<file path="config.mk">
export PLATFORM = sky130hd
export DESIGN_NAME = slmi_top
export DESIGN_NICKNAME = d
export VERILOG_FILES = /design/src/logic/slmi_pkg.sv /design/src/logic/slmi_top.sv
export VERILOG_INCLUDE_DIRS = /design/src /design/src/logic
export SDC_FILE = /design/constraint.sdc
export NUM_CORES = 1
export LEC_CHECK = 0
export ABC_AREA = 1
export ABC_CLOCK_PERIOD_IN_PS = 2900
export BUFFER_PORTS_ARGS = -buffer_cell sky130_fd_sc_hd__buf_2
export CAP_MARGIN = 20
export CORE_MARGIN = 8
export CORE_UTILIZATION = 35
export CTS_BUF_LIST = sky130_fd_sc_hd__clkbuf_2 sky130_fd_sc_hd__clkbuf_4 sky130_fd_sc_hd__clkbuf_8
export DETAILED_ROUTE_END_ITERATION = 10
export SLEW_MARGIN = 20
export SYNTH_ARGS = -nofsm -noshare
export SYNTH_HDL_FRONTEND = slang
export SYNTH_SLANG_ARGS = --single-unit
export TNS_END_PERCENT = 10
</file>
<file path="constraint.sdc">
create_clock -name clk_sys -period 2.9 [get_ports clk_sys]
set_input_delay 0.29 -clock clk_sys [delete_from_list [all_inputs] [get_ports clk_sys]]
set_output_delay 0.29 -clock clk_sys [all_outputs]
set_load 0.005 [all_outputs]
</file>
<file path="src/logic/slmi_defs.svh">
// constants for the serial lane map and polarity invert register bank
// assumes inclusion by the package, the design file and the bench only
`ifndef SLMI_DEFS_SVH
`define SLMI_DEFS_SVH

// register indices; byte address is four times the index
`define SLMI_IDX_MAP_MID   12'h5b5
`define SLMI_IDX_MAP_UP    12'h5b6
`define SLMI_IDX_INVERT    12'h5bf

// reset values
`define SLMI_RST_MAP_MID   8'h54
`define SLMI_RST_MAP_UP    8'h76
`define SLMI_RST_INVERT    8'h00

// writable bits of a map register
`define SLMI_MAP_MASK      8'h77

// field layout of a map register
`define SLMI_F_LO_LSB      0
`define SLMI_F_HI_LSB      4
`define SLMI_F_W           3

// first invert bit served here (physical lane 4)
`define SLMI_INV_BASE      4
`define SLMI_PHYS_BASE     4

// bus widths and answers
`define SLMI_ADDR_W        16
`define SLMI_IDX_W         12
`define SLMI_RESP_OKAY     2'h0
`define SLMI_RESP_DECERR   2'h3

// stream defaults
`define SLMI_LOG_LANES     8
`define SLMI_PHYS_LANES    4
`define SLMI_LANE_W_DEF    8
`define SLMI_FIFO_D_DEF    4

`endif

</file>
<file path="src/logic/slmi_pkg.sv">
// types shared by the serial lane map block
// assumes slmi_defs.svh sits on the include path
`include "slmi_defs.svh"

package slmi_pkg;

    // software visible registers
    typedef struct packed {
        logic [7:0] lane_map_middle_pair;
        logic [7:0] lane_map_upper_pair;
        logic [7:0] lane_polarity_invert;
    } slmi_regs_t;

    // bus slave bookkeeping
    typedef struct packed {
        logic                   aw_have;
        logic [`SLMI_IDX_W-1:0] aw_idx;
        logic                   w_have;
        logic [7:0]             w_byte;
        logic                   w_strb0;
        logic                   bvalid;
        logic [1:0]             bresp;
        logic                   rvalid;
        logic [1:0]             rresp;
        logic [7:0]             rbyte;
        logic                   r_is_map;
    } slmi_bus_t;

endpackage : slmi_pkg

</file>
<file path="src/logic/slmi_top.sv">
// lane FIFO and the lane map / polarity invert block with its AXI4-Lite slave
// assumes one clock, asynchronous active-low reset, and a clock enable
`timescale 1ns/1ps
`include "slmi_defs.svh"

// small synchronous FIFO with valid/ready on both sides
module slmi_fifo import slmi_pkg::*; #(
    parameter int W     = 64,
    parameter int DEPTH = `SLMI_FIFO_D_DEF
) (
    input  wire logic         clk_sys,   // system clock
    input  wire logic         rst_b,     // async reset, low active
    input  wire logic         ce,        // clock enable, freezes state
    input  wire logic         in_valid,  // producer offers a word
    output logic              in_ready,  // room for a word
    input  wire logic [W-1:0] in_data,   // word in
    output logic              out_valid, // word waiting
    input  wire logic         out_ready, // consumer takes it
    output logic [W-1:0]      out_data   // oldest word
);
    localparam int PW = $clog2(DEPTH);
    localparam int CW = $clog2(DEPTH + 1);

    // elaboration check: pointers wrap naturally only on powers of two
    if (DEPTH < 2 || (1 << PW) != DEPTH || W < 1) begin : g_bad
        $error("slmi_fifo: DEPTH must be a power of two of at least 2");
    end

    typedef struct packed {
        logic [DEPTH-1:0][W-1:0] mem;
        logic [PW-1:0]           wp;
        logic [PW-1:0]           rp;
        logic [CW-1:0]           cnt;
    } slmi_fifo_st_t;

    slmi_fifo_st_t q;
    slmi_fifo_st_t d;
    logic          push;
    logic          pop;

    // honest full and empty, gated by the enable
    assign in_ready  = ce && (q.cnt != CW'(DEPTH));
    assign out_valid = ce && (q.cnt != '0);
    assign out_data  = q.mem[q.rp];
    assign push      = in_valid && in_ready;
    assign pop       = out_valid && out_ready;

    // next state
    always_comb begin
        d = q;
        if (push) begin
            d.mem[q.wp] = in_data;
            d.wp        = q.wp + PW'(1);
        end
        if (pop) begin
            d.rp = q.rp + PW'(1);
        end
        if (push && !pop) begin
            d.cnt = q.cnt + CW'(1);
        end else if (pop && !push) begin
            d.cnt = q.cnt - CW'(1);
        end
    end

    // state register
    always_ff @(posedge clk_sys or negedge rst_b) begin
        if (!rst_b) begin
            q <= '0;
        end else if (ce) begin
            q <= d;
        end
    end
endmodule : slmi_fifo

// maps logical lanes onto physical lanes 4..7 and inverts them on request
module slmi_top import slmi_pkg::*; #(
    parameter int LANE_W     = `SLMI_LANE_W_DEF,
    parameter int FIFO_DEPTH = `SLMI_FIFO_D_DEF
) (
    input  wire logic                     clk_sys,       // 250 MHz clock
    input  wire logic                     rst_b,         // async reset, low active
    input  wire logic                     ce,            // clock enable
    input  wire logic                     s_axi_awvalid, // write address valid
    output logic                          s_axi_awready, // write address ready
    input  wire logic [`SLMI_ADDR_W-1:0]  s_axi_awaddr,  // write byte address
    input  wire logic [2:0]               s_axi_awprot,  // unused
    input  wire logic                     s_axi_wvalid,  // write data valid
    output logic                          s_axi_wready,  // write data ready
    input  wire logic [31:0]              s_axi_wdata,   // write data
    input  wire logic [3:0]               s_axi_wstrb,   // byte enables
    output logic                          s_axi_bvalid,  // write response valid
    input  wire logic                     s_axi_bready,  // write response ready
    output logic [1:0]                    s_axi_bresp,   // write response
    input  wire logic                     s_axi_arvalid, // read address valid
    output logic                          s_axi_arready, // read address ready
    input  wire logic [`SLMI_ADDR_W-1:0]  s_axi_araddr,  // read byte address
    input  wire logic [2:0]               s_axi_arprot,  // unused
    output logic                          s_axi_rvalid,  // read data valid
    input  wire logic                     s_axi_rready,  // read data ready
    output logic [31:0]                   s_axi_rdata,   // read data
    output logic [1:0]                    s_axi_rresp,   // read response
    input  wire logic                     log_valid,     // logical lane word valid
    output logic                          log_ready,     // FIFO has room
    input  wire logic [`SLMI_LOG_LANES*LANE_W-1:0] log_data, // lanes 7..0
    output logic                          phys_valid,    // physical word valid
    input  wire logic                     phys_ready,    // link side takes it
    output logic [LANE_W-1:0]             phys_out_lane_four,  // lane 4
    output logic [LANE_W-1:0]             phys_out_lane_five,  // lane 5
    output logic [LANE_W-1:0]             phys_out_lane_six,   // lane 6
    output logic [LANE_W-1:0]             phys_out_lane_seven  // lane 7
);
    localparam int FW = `SLMI_LOG_LANES * LANE_W;

    // elaboration check
    if (LANE_W < 1 || FIFO_DEPTH < 2) begin : g_bad
        $error("slmi_top: LANE_W must be at least 1 and FIFO_DEPTH at least 2");
    end

    typedef struct packed {
        slmi_regs_t                                   regs;
        slmi_bus_t                                    bus;
        logic                                         out_valid;
        logic [`SLMI_PHYS_LANES-1:0][LANE_W-1:0]      out_lanes;
    } slmi_top_st_t;

    slmi_top_st_t q;
    slmi_top_st_t d;

    logic                                        f_valid;
    logic                                        f_ready;
    logic [FW-1:0]                               f_data;
    logic [`SLMI_LOG_LANES-1:0][LANE_W-1:0]      f_lanes;
    logic [`SLMI_PHYS_LANES-1:0][`SLMI_F_W-1:0]  sel;
    logic [`SLMI_PHYS_LANES-1:0][LANE_W-1:0]     raw;
    logic [`SLMI_PHYS_LANES-1:0][LANE_W-1:0]     mapped;
    logic                                        load;
    logic                                        aw_hs;
    logic                                        w_hs;
    logic                                        ar_hs;
    logic [`SLMI_IDX_W-1:0]                      ar_idx;
    logic [`SLMI_ADDR_W-`SLMI_IDX_W-3:0]         unused_hi;

    // input buffer; its ready reaches the lane source
    slmi_fifo #(
        .W     (FW),
        .DEPTH (FIFO_DEPTH)
    ) u_fifo (
        .clk_sys   (clk_sys),
        .rst_b     (rst_b),
        .ce        (ce),
        .in_valid  (log_valid),
        .in_ready  (log_ready),
        .in_data   (log_data),
        .out_valid (f_valid),
        .out_ready (f_ready),
        .out_data  (f_data)
    );

    assign f_lanes = f_data;

    // selection fields per physical lane
    assign sel[0] = q.regs.lane_map_middle_pair[`SLMI_F_LO_LSB +: `SLMI_F_W];
    assign sel[1] = q.regs.lane_map_middle_pair[`SLMI_F_HI_LSB +: `SLMI_F_W];
    assign sel[2] = q.regs.lane_map_upper_pair[`SLMI_F_LO_LSB +: `SLMI_F_W];
    assign sel[3] = q.regs.lane_map_upper_pair[`SLMI_F_HI_LSB +: `SLMI_F_W];

    // per physical lane: pick the logical lane, then optionally invert
    for (genvar g = 0; g < `SLMI_PHYS_LANES; g++) begin : g_lane
        assign raw[g]    = f_lanes[sel[g]];
        assign mapped[g] = raw[g] ^ {LANE_W{q.regs.lane_polarity_invert[`SLMI_INV_BASE + g]}};
    end

    // handshakes; valids drop while the enable is low so no transfer is missed
    assign s_axi_awready = ce && !q.bus.aw_have;
    assign s_axi_wready  = ce && !q.bus.w_have;
    assign s_axi_arready = ce && !q.bus.rvalid;
    assign s_axi_bvalid  = ce && q.bus.bvalid;
    assign s_axi_rvalid  = ce && q.bus.rvalid;
    assign s_axi_bresp   = q.bus.bresp;
    assign s_axi_rresp   = q.bus.rresp;
    assign s_axi_rdata   = {24'h000000, q.bus.rbyte};
    assign aw_hs         = s_axi_awvalid && s_axi_awready;
    assign w_hs          = s_axi_wvalid && s_axi_wready;
    assign ar_hs         = s_axi_arvalid && s_axi_arready;
    assign ar_idx        = s_axi_araddr[2 +: `SLMI_IDX_W];
    assign unused_hi     = s_axi_araddr[`SLMI_ADDR_W-1 -: `SLMI_ADDR_W-`SLMI_IDX_W-2];

    // output stage refills when empty or drained
    assign f_ready    = ce && (!q.out_valid || phys_ready);
    assign load       = f_valid && f_ready;
    assign phys_valid = ce && q.out_valid;
    assign phys_out_lane_four  = q.out_lanes[0];
    assign phys_out_lane_five  = q.out_lanes[1];
    assign phys_out_lane_six   = q.out_lanes[2];
    assign phys_out_lane_seven = q.out_lanes[3];

    // next state: register writes, reads and the lane stage
    always_comb begin
        d = q;
        if (aw_hs) begin
            d.bus.aw_have = 1'b1;
            d.bus.aw_idx  = s_axi_awaddr[2 +: `SLMI_IDX_W];
        end
        if (w_hs) begin
            d.bus.w_have  = 1'b1;
            d.bus.w_byte  = s_axi_wdata[7:0];
            d.bus.w_strb0 = s_axi_wstrb[0];
        end
        if (ce && q.bus.aw_have && q.bus.w_have && !q.bus.bvalid) begin
            d.bus.aw_have = 1'b0;
            d.bus.w_have  = 1'b0;
            d.bus.bvalid  = 1'b1;
            d.bus.bresp   = `SLMI_RESP_OKAY;
            case (q.bus.aw_idx)
                `SLMI_IDX_MAP_MID: begin
                    if (q.bus.w_strb0) begin
                        d.regs.lane_map_middle_pair = q.bus.w_byte & `SLMI_MAP_MASK;
                    end
                end
                `SLMI_IDX_MAP_UP: begin
                    if (q.bus.w_strb0) begin
                        d.regs.lane_map_upper_pair = q.bus.w_byte & `SLMI_MAP_MASK;
                    end
                end
                `SLMI_IDX_INVERT: begin
                    if (q.bus.w_strb0) begin
                        d.regs.lane_polarity_invert = q.bus.w_byte;
                    end
                end
                default: begin
                    d.bus.bresp = `SLMI_RESP_DECERR;
                end
            endcase
        end else if (ce && q.bus.bvalid && s_axi_bready) begin
            d.bus.bvalid = 1'b0;
        end
        if (ar_hs) begin
            d.bus.rvalid   = 1'b1;
            d.bus.rresp    = `SLMI_RESP_OKAY;
            d.bus.r_is_map = 1'b0;
            case (ar_idx)
                `SLMI_IDX_MAP_MID: begin
                    d.bus.rbyte    = q.regs.lane_map_middle_pair & `SLMI_MAP_MASK;
                    d.bus.r_is_map = 1'b1;
                end
                `SLMI_IDX_MAP_UP: begin
                    d.bus.rbyte    = q.regs.lane_map_upper_pair & `SLMI_MAP_MASK;
                    d.bus.r_is_map = 1'b1;
                end
                `SLMI_IDX_INVERT: begin
                    d.bus.rbyte = q.regs.lane_polarity_invert;
                end
                default: begin
                    d.bus.rbyte = 8'h00;
                    d.bus.rresp = `SLMI_RESP_DECERR;
                end
            endcase
        end else if (ce && q.bus.rvalid && s_axi_rready) begin
            d.bus.rvalid = 1'b0;
        end
        if (load) begin
            d.out_valid = 1'b1;
            d.out_lanes = mapped;
        end else if (ce && q.out_valid && phys_ready) begin
            d.out_valid = 1'b0;
        end
    end

    // state register with reset to the identity map
    always_ff @(posedge clk_sys or negedge rst_b) begin
        if (!rst_b) begin
            q                           <= '0;
            q.regs.lane_map_middle_pair <= `SLMI_RST_MAP_MID;
            q.regs.lane_map_upper_pair  <= `SLMI_RST_MAP_UP;
            q.regs.lane_polarity_invert <= `SLMI_RST_INVERT;
        end else if (ce) begin
            q <= d;
        end
    end

    // selections read straight from the register fields
    logic [`SLMI_F_W-1:0] exp_sel4;
    logic [`SLMI_F_W-1:0] exp_sel6;
    logic [`SLMI_F_W-1:0] exp_sel7;
    assign exp_sel4 = q.regs.lane_map_middle_pair[`SLMI_F_LO_LSB +: `SLMI_F_W];
    assign exp_sel6 = q.regs.lane_map_upper_pair[`SLMI_F_LO_LSB +: `SLMI_F_W];
    assign exp_sel7 = q.regs.lane_map_upper_pair[`SLMI_F_HI_LSB +: `SLMI_F_W];
endmodule : slmi_top

</file>
Yosys cells after proc, flatten, opt, wreduce, memory -nomap -nowiden
Cells that the tools add are included.
Storage, ports and cells
  register bits: 353
  input port bits: 148
  output and inout bits: 75
  word-level logic and storage cells: 130
Operators by class
  $add $sub $neg: 4
  magnitude comparators: 7
  equality and inequality tests: 7
  mux-type cells: 28
  bitwise gates (word level): 4
  reduce and logical (&&, ||, !) cells: 55
Operators by type and width (number)
  $bwmux W256: 1
  $bmux W64 S2: 1
  $demux W64 S2: 1
  $mux W64: 2
  $bmux W8 S3: 4
  $eq A12 B11 Y1 const B: 6
  $mux W8: 4
  $xor A8 B8 Y8: 4
  $pmux W8 S3: 1
  $reduce_and A2 Y1: 12
  $logic_and A1 B1 Y1: 23
  $lt A3 B4 Y1 const B: 4
  $mux W13: 1
  $reduce_and A4 Y1: 3
  $reduce_bool A2 Y1: 6
  $mux W10: 1
  $mux W1: 8
  $logic_not A1 Y1: 7
  $lt A2 B3 Y1 const B: 2
  $mux W3: 2
  $reduce_or A3 Y1: 2
  $add A2 B1 Y2 const B: 2
  $mux W2: 2
  $add A3 B1 Y3 const B: 1
  5 further kinds: 5

Logic depth before layout (Yosys ltp)
  depth in word-level cells: 8
  mapped depth: 13
  mapped depth without buffers: 11

By module
Synthesis repeated with hierarchy kept, for this count alone.
Unflattened totals
  cell total of the unflattened synthesis: 2707
  area, all modules: 20085.5 µm²
Modules (own cells, without submodules)
  slmi_fifo: times used 1, cells an instance 1545, area an instance 12809.8 µm², sequential area each 6581.3 µm²
  slmi_top: times used 1, cells an instance 1162, area an instance 7275.7 µm², sequential area each 2212.1 µm²

Worst setup path after synthesis
OpenSTA, ideal clock, no wires.
  path kind: reg2reg
  start: reg u_fifo.q[0] (netlist name)
  end: reg u_fifo.q[2] (netlist name)
  arrival: 2.136 ns
  slack: 0.633 ns
  cell stages (with the launch flop): 10
  period minus slack after synthesis: 2.267 ns
  cell sequence: dfrtp_1 -> inv_1 -> a31oi_1 -> inv_2 -> clkbuf_1 -> ha_1 -> nor2_1 -> a21boi_0 -> o21ai_0 -> xor2_1
Between the ends
  word-level cells in the longest chain between the ends: 7
  elaborated cells between the ends (all ways): 16
RTL lines
  start: declaration: RTL line slmi_top.sv:36  | slmi_fifo_st_t q;
  start signal: assignment: RTL line slmi_top.sv:68  | q <= '0;
  start signal: assignment: RTL line slmi_top.sv:70  | q <= d;
  $ne A3 B3 Y1 or $reduce_bool A3 Y1 (tied branches): RTL line slmi_top.sv:42, slmi_top.sv:43
  $logic_and A1 B1 Y1 (on tied branches): RTL line slmi_top.sv:42, slmi_top.sv:43
  $logic_and A1 B1 Y1 (on tied branches): RTL line slmi_top.sv:45, slmi_top.sv:46
  $logic_not A1 Y1 (on tied branches): RTL line slmi_top.sv:60, slmi_top.sv:58
  $logic_and A1 B1 Y1 (on tied branches): RTL line slmi_top.sv:60, slmi_top.sv:58
  $reduce_bool A2 Y1 (no line)
  $reduce_and A2 Y1 (no line)
Parallel ways exist; a longest one is shown, timed or not. The select of a mux whose other input is x is not followed.
A chain may end at the register's enable or synchronous reset.

Worst setup path in the final report
  start: reg u_fifo.q[3] (netlist name)
  end: reg q (netlist bit phys_out_lane_six[7])
Between the ends
  word-level cells in the longest chain between the ends: 5
RTL lines
  $bmux W64 S2: RTL line slmi_top.sv:44  | assign out_data = q.mem[q.rp];
  $mux W64 (implied by the code): RTL line slmi_top.sv:44
  $bmux W8 S3: RTL line slmi_top.sv:169  | assign raw[g] = f_lanes[sel[g]];
  $mux W8 (implied by the code): RTL line slmi_top.sv:169
  $xor A8 B8 Y8: RTL line slmi_top.sv:170  | assign mapped[g] = raw[g] ^ {LANE_W{q.regs.lane_polarity_invert[`SLMI_INV_BASE + g]}};
  end: declaration: RTL line slmi_top.sv:126  | slmi_top_st_t q;
No other way between the ends. The select of a mux whose other input is x is not followed.

==> impl_metrics.tcl <==
set metrics [dict create \
    run_status "finished, final reports clean" \
    synth.yosys.seq_area_share_pct 46.5 \
    rsz0062_at_grt "false" \
    worst_hold_path.num_cells 4 \
    placed_cell_area_mm2 0.0200 \
    core_area_mm2 0.0536 \
    total_power_mw 23.8 \
    floorplan.die.width_um 248 \
    summed_instance_area_of_the_synthesized_netlist_mm2 0.0189 \
    post_route_drc 0 \
    p_sw_share_pct 41.2 \
    vdd_drop_max_v 0.000901 \
    seq_power_share_pct 35.2 \
    detailroute.via_count 15900 \
    routed_wl_um 60700 \
    synthesis.yosys.warnings 0 \
    hold_class "in -> reg" \
    place_congestion 0.941 \
    worst_hold_path_endpoint "q[32]" \
    design_area_mm2 0.0222 \
    mostFrequentLayoutCell "nand2_1" \
    clock_input_transition_at_the_sequential_cells_of_the_worst_setup_and_hold_paths_ns 0.06 \
    antenna_found_initial 3 \
    place.port_buffers 157 \
    cts_hold_buffers 89 \
    postSynthAreaPerCell_um2 8.86 \
    drive_gt1_share_pct 24.9 \
    rr_startpoint "u_fifo.q[3]" \
    setup_viol_count_final 0 \
    drt-pass1-iter-count 6 \
    numPlacedInstances 2864 \
    most_frequent_cells_in_the_layout "662 x nand2_1, 471 x nand3_1, 341 x dfrtp_1" \
    hold-worst-slack_ns 0.0621 \
    detailedPlacementHpwl_um 41300 \
    cp_cell_sequence "clkinv_2 > buf_12 > nand2_1 > nand3_1 > nand2_1 > nand2_1 > nand3_1 > nand3_1 > nand2_1 > nand2_1 > nand3_1 > nand2_1" \
    numClockSinks 351 \
    synth_seq_cells 351 \
    combinational_fraction_of_design_power_pct 45.2 \
    finalClockSkew_ns 0.0515 \
    reg2reg_to "phys_out_lane_six[7]" \
    min_from "phys_ready" \
    yosysUniqueCellTypes 36 \
    floorplan.initialDensity_pct 35.3 \
    cap_viol_max_count 0 \
    pin_count 223 \
    grt_first_pass_wirelength_um 96200 \
    relSlewSlack_pct 50.3 \
    p_leak_nw 10.5 \
    final.setup.tns_ns 0 \
    critical_path_arrival_ns 3.03 \
    clk_latency_ns 0.67 \
    row_count 85 \
    clock_tree.buffer_depth 3 \
    worst_setup_path_start_kind "flop" \
    finalCoreUtilization_pct 41.4 \
    globalRoute.totalOverflow 0 \
    critical_path.slowest_cell "dfrtp_4" \
    timing_worst_slew_pin_value_ns 0.746 \
    power_per_cell_area_mw_per_mm2 1070 \
    timing.fmax_ghz 0.397 \
    htreeDepth 2 \
    share_clk_of_total_power_pct 19.5 \
    critical-path-top-cell-by-count "nand2_1" \
    detail_route.wl_per_cell_um 19.8 \
    postCtsSetupRepairBufs 0 \
    p_switching_mw 9.82 \
    place_ws_ns 0.455 \
    final_cells 3063 \
    worst-r2r-setup-slack_ns 0.38 \
    grt_max_degree 130 \
    path_max_fanout 45 \
    cts_inserted_buffers 58 \
    worst_reg2reg_path_depth 12 \
    post_synth_inst_count 2133 \
    critPathRequiredTime_ns 3.41 \
    grtUsageTotal_pct 19.4 \
    area_of_the_die_mm2 0.0617 \
    vias_per_cell 5.19 \
    drt-initial-drc-count 1412 \
    critPathKind "reg -> reg" \
    cts_tree "yes" \
    area_growth_syn_to_layout_pct 17.3 \
    critical-path-max-stage-delay_ns 0.43 \
    clockRootBuffer "clkbuf_8" \
    final_period_demand_of_the_worst_path_ns 2.52 \
    antenna_left 0 \
    worst_slack_setup_final_ns 0.378 \
    hold_fails_final_rpt 0 \
    layout_worst_path_cycle_share_pct 87.0 \
    num-nets-final 2471 \
    die_h_um 248 \
    number_of_global_route_vias_before_repair 16100 \
    internal_power_mw 14.0 \
    report.final.slew_viol_count 0 \
    sort_of_element_at_the_end_of_the_critical_path "flop" \
    cts_resized 0 \
]
==> cells in the mapped netlist <==
cell / count / share of area, %
buf_2: 33 / 0.87
a21oi_1: 25 / 0.66
mux2_1: 22 / 1.3
nand4_1: 3 / 0.099
inv_2: 3 / 0.060
nor2_8: 4 / 0.42
nor2_1: 45 / 0.89
buf_6: 25 / 1.5
buf_4: 69 / 2.7
nand2_2: 1 / 0.033
dfstp_2: 8 / 1.1
nor2_4: 1 / 0.060
o22ai_1: 6 / 0.20
a21boi_0: 1 / 0.040
nor2_2: 1 / 0.033
nand2_1: 662 / 13
clkinv_1: 16 / 0.32
o31ai_1: 1 / 0.040
nor4_4: 1 / 0.11
nand2_4: 1 / 0.060
dfrtp_1: 343 / 45
a31oi_1: 2 / 0.066
inv_1: 44 / 0.87
xor2_1: 4 / 0.19
nor3b_1: 1 / 0.040
mux2_2: 251 / 15
mux2i_1: 1 / 0.053
conb_1: 1 / 0.020
o21ai_0: 12 / 0.32
fa_1: 1 / 0.11
nand3_1: 471 / 12
clkbuf_1: 49 / 0.97
a31oi_4: 1 / 0.11
ha_1: 5 / 0.33
nor3_1: 2 / 0.053
buf_1: 17 / 0.34
==> worst max-delay path, delay by kind of cell (launching register included) <==
kind | cells | cell delay (ns)
flops | 1 | 0.43
buf+inv | 2 | 0.78
simple gates | 10 | 1.14
==> power groups by stage <==
stage	Clock, mW	Combinational [mW]	Sequential [mW]
3_5_place_dp	0	10.6	8.45
4_1_cts	4.80	10.8	8.37
6_report	4.65	10.8	8.39
3_3_place_gp	0	10.4	8.30
2_1_floorplan	0	7.71	8.07
5_1_grt	5.01	12.0	8.69
==> cell type report <==
cell class                      instances  area [um2]
Fill cell                            5249       31400
Sequential cell                       351        8800
Multi-Input combinational cell       1549        8750
Timing Repair Buffer                  294        2250
Clock buffer                           92        1120
Tap cell                              696         871
Inverter                               63         239
Clock inverter                         15         141
Antenna cell                            3        7.51
==> routing by layer <==
layer / GRT usage (%) / part of all wire [%] / vias to the layer above
met1: 25.4 / 43 / 7737
met3: 3.35 / 6.5 / 145
met4: 7.64 / 3.9 / 0
met5: 0 / 0 / -
li1: - / - / 7410
met2: 31.8 / 47 / 595
==> state kept, by name, indices dropped and copies added, names as in the netlist, 8 cells and up <==
signal               count
s_axi_rdata              8
phys_out_lane_five       8
phys_out_lane_four       8
phys_out_lane_seven      8
q                       37
u_fifo.q               263
phys_out_lane_six        8
==> cell families (layout without fill, tap and decap cells) <==
| family | after synthesis | after routing | share of synthesized area, % |
|---|---|---|---|
| compound gates | 48 | 48 | 1.44 |
| xor+xnor | 4 | 4 | 0.185 |
| fa+ha+maj | 6 | 6 | 0.437 |
| buf+inv | 256 | 464 | 7.66 |
| flops | 351 | 351 | 46.5 |
| mux | 274 | 274 | 16.3 |
| other cells | 1 | 27 | 0.0198 |
| simple gates | 1193 | 1193 | 27.4 |
==> how the worst max path moves through the flow <==
stage | depth (start not counted) | startpoint | slack [ns] | to
global route | 12 | u_fifo.q[3] | 0.18 | phys_out_lane_seven[7]
CTS | 12 | u_fifo.q[3] | 0.45 | phys_out_lane_five[2]
detailed placement | 12 | u_fifo.q[3] | 0.46 | phys_out_lane_five[2]
floorplan | 9 | u_fifo.q[0] | 0.63 | u_fifo.q[2]
finish | 12 | u_fifo.q[3] | 0.38 | phys_out_lane_six[7]
global placement | 8 | exp_sel4[0] | 0.37 | phys_out_lane_four[7]
(Power assumes the default switching activity.)
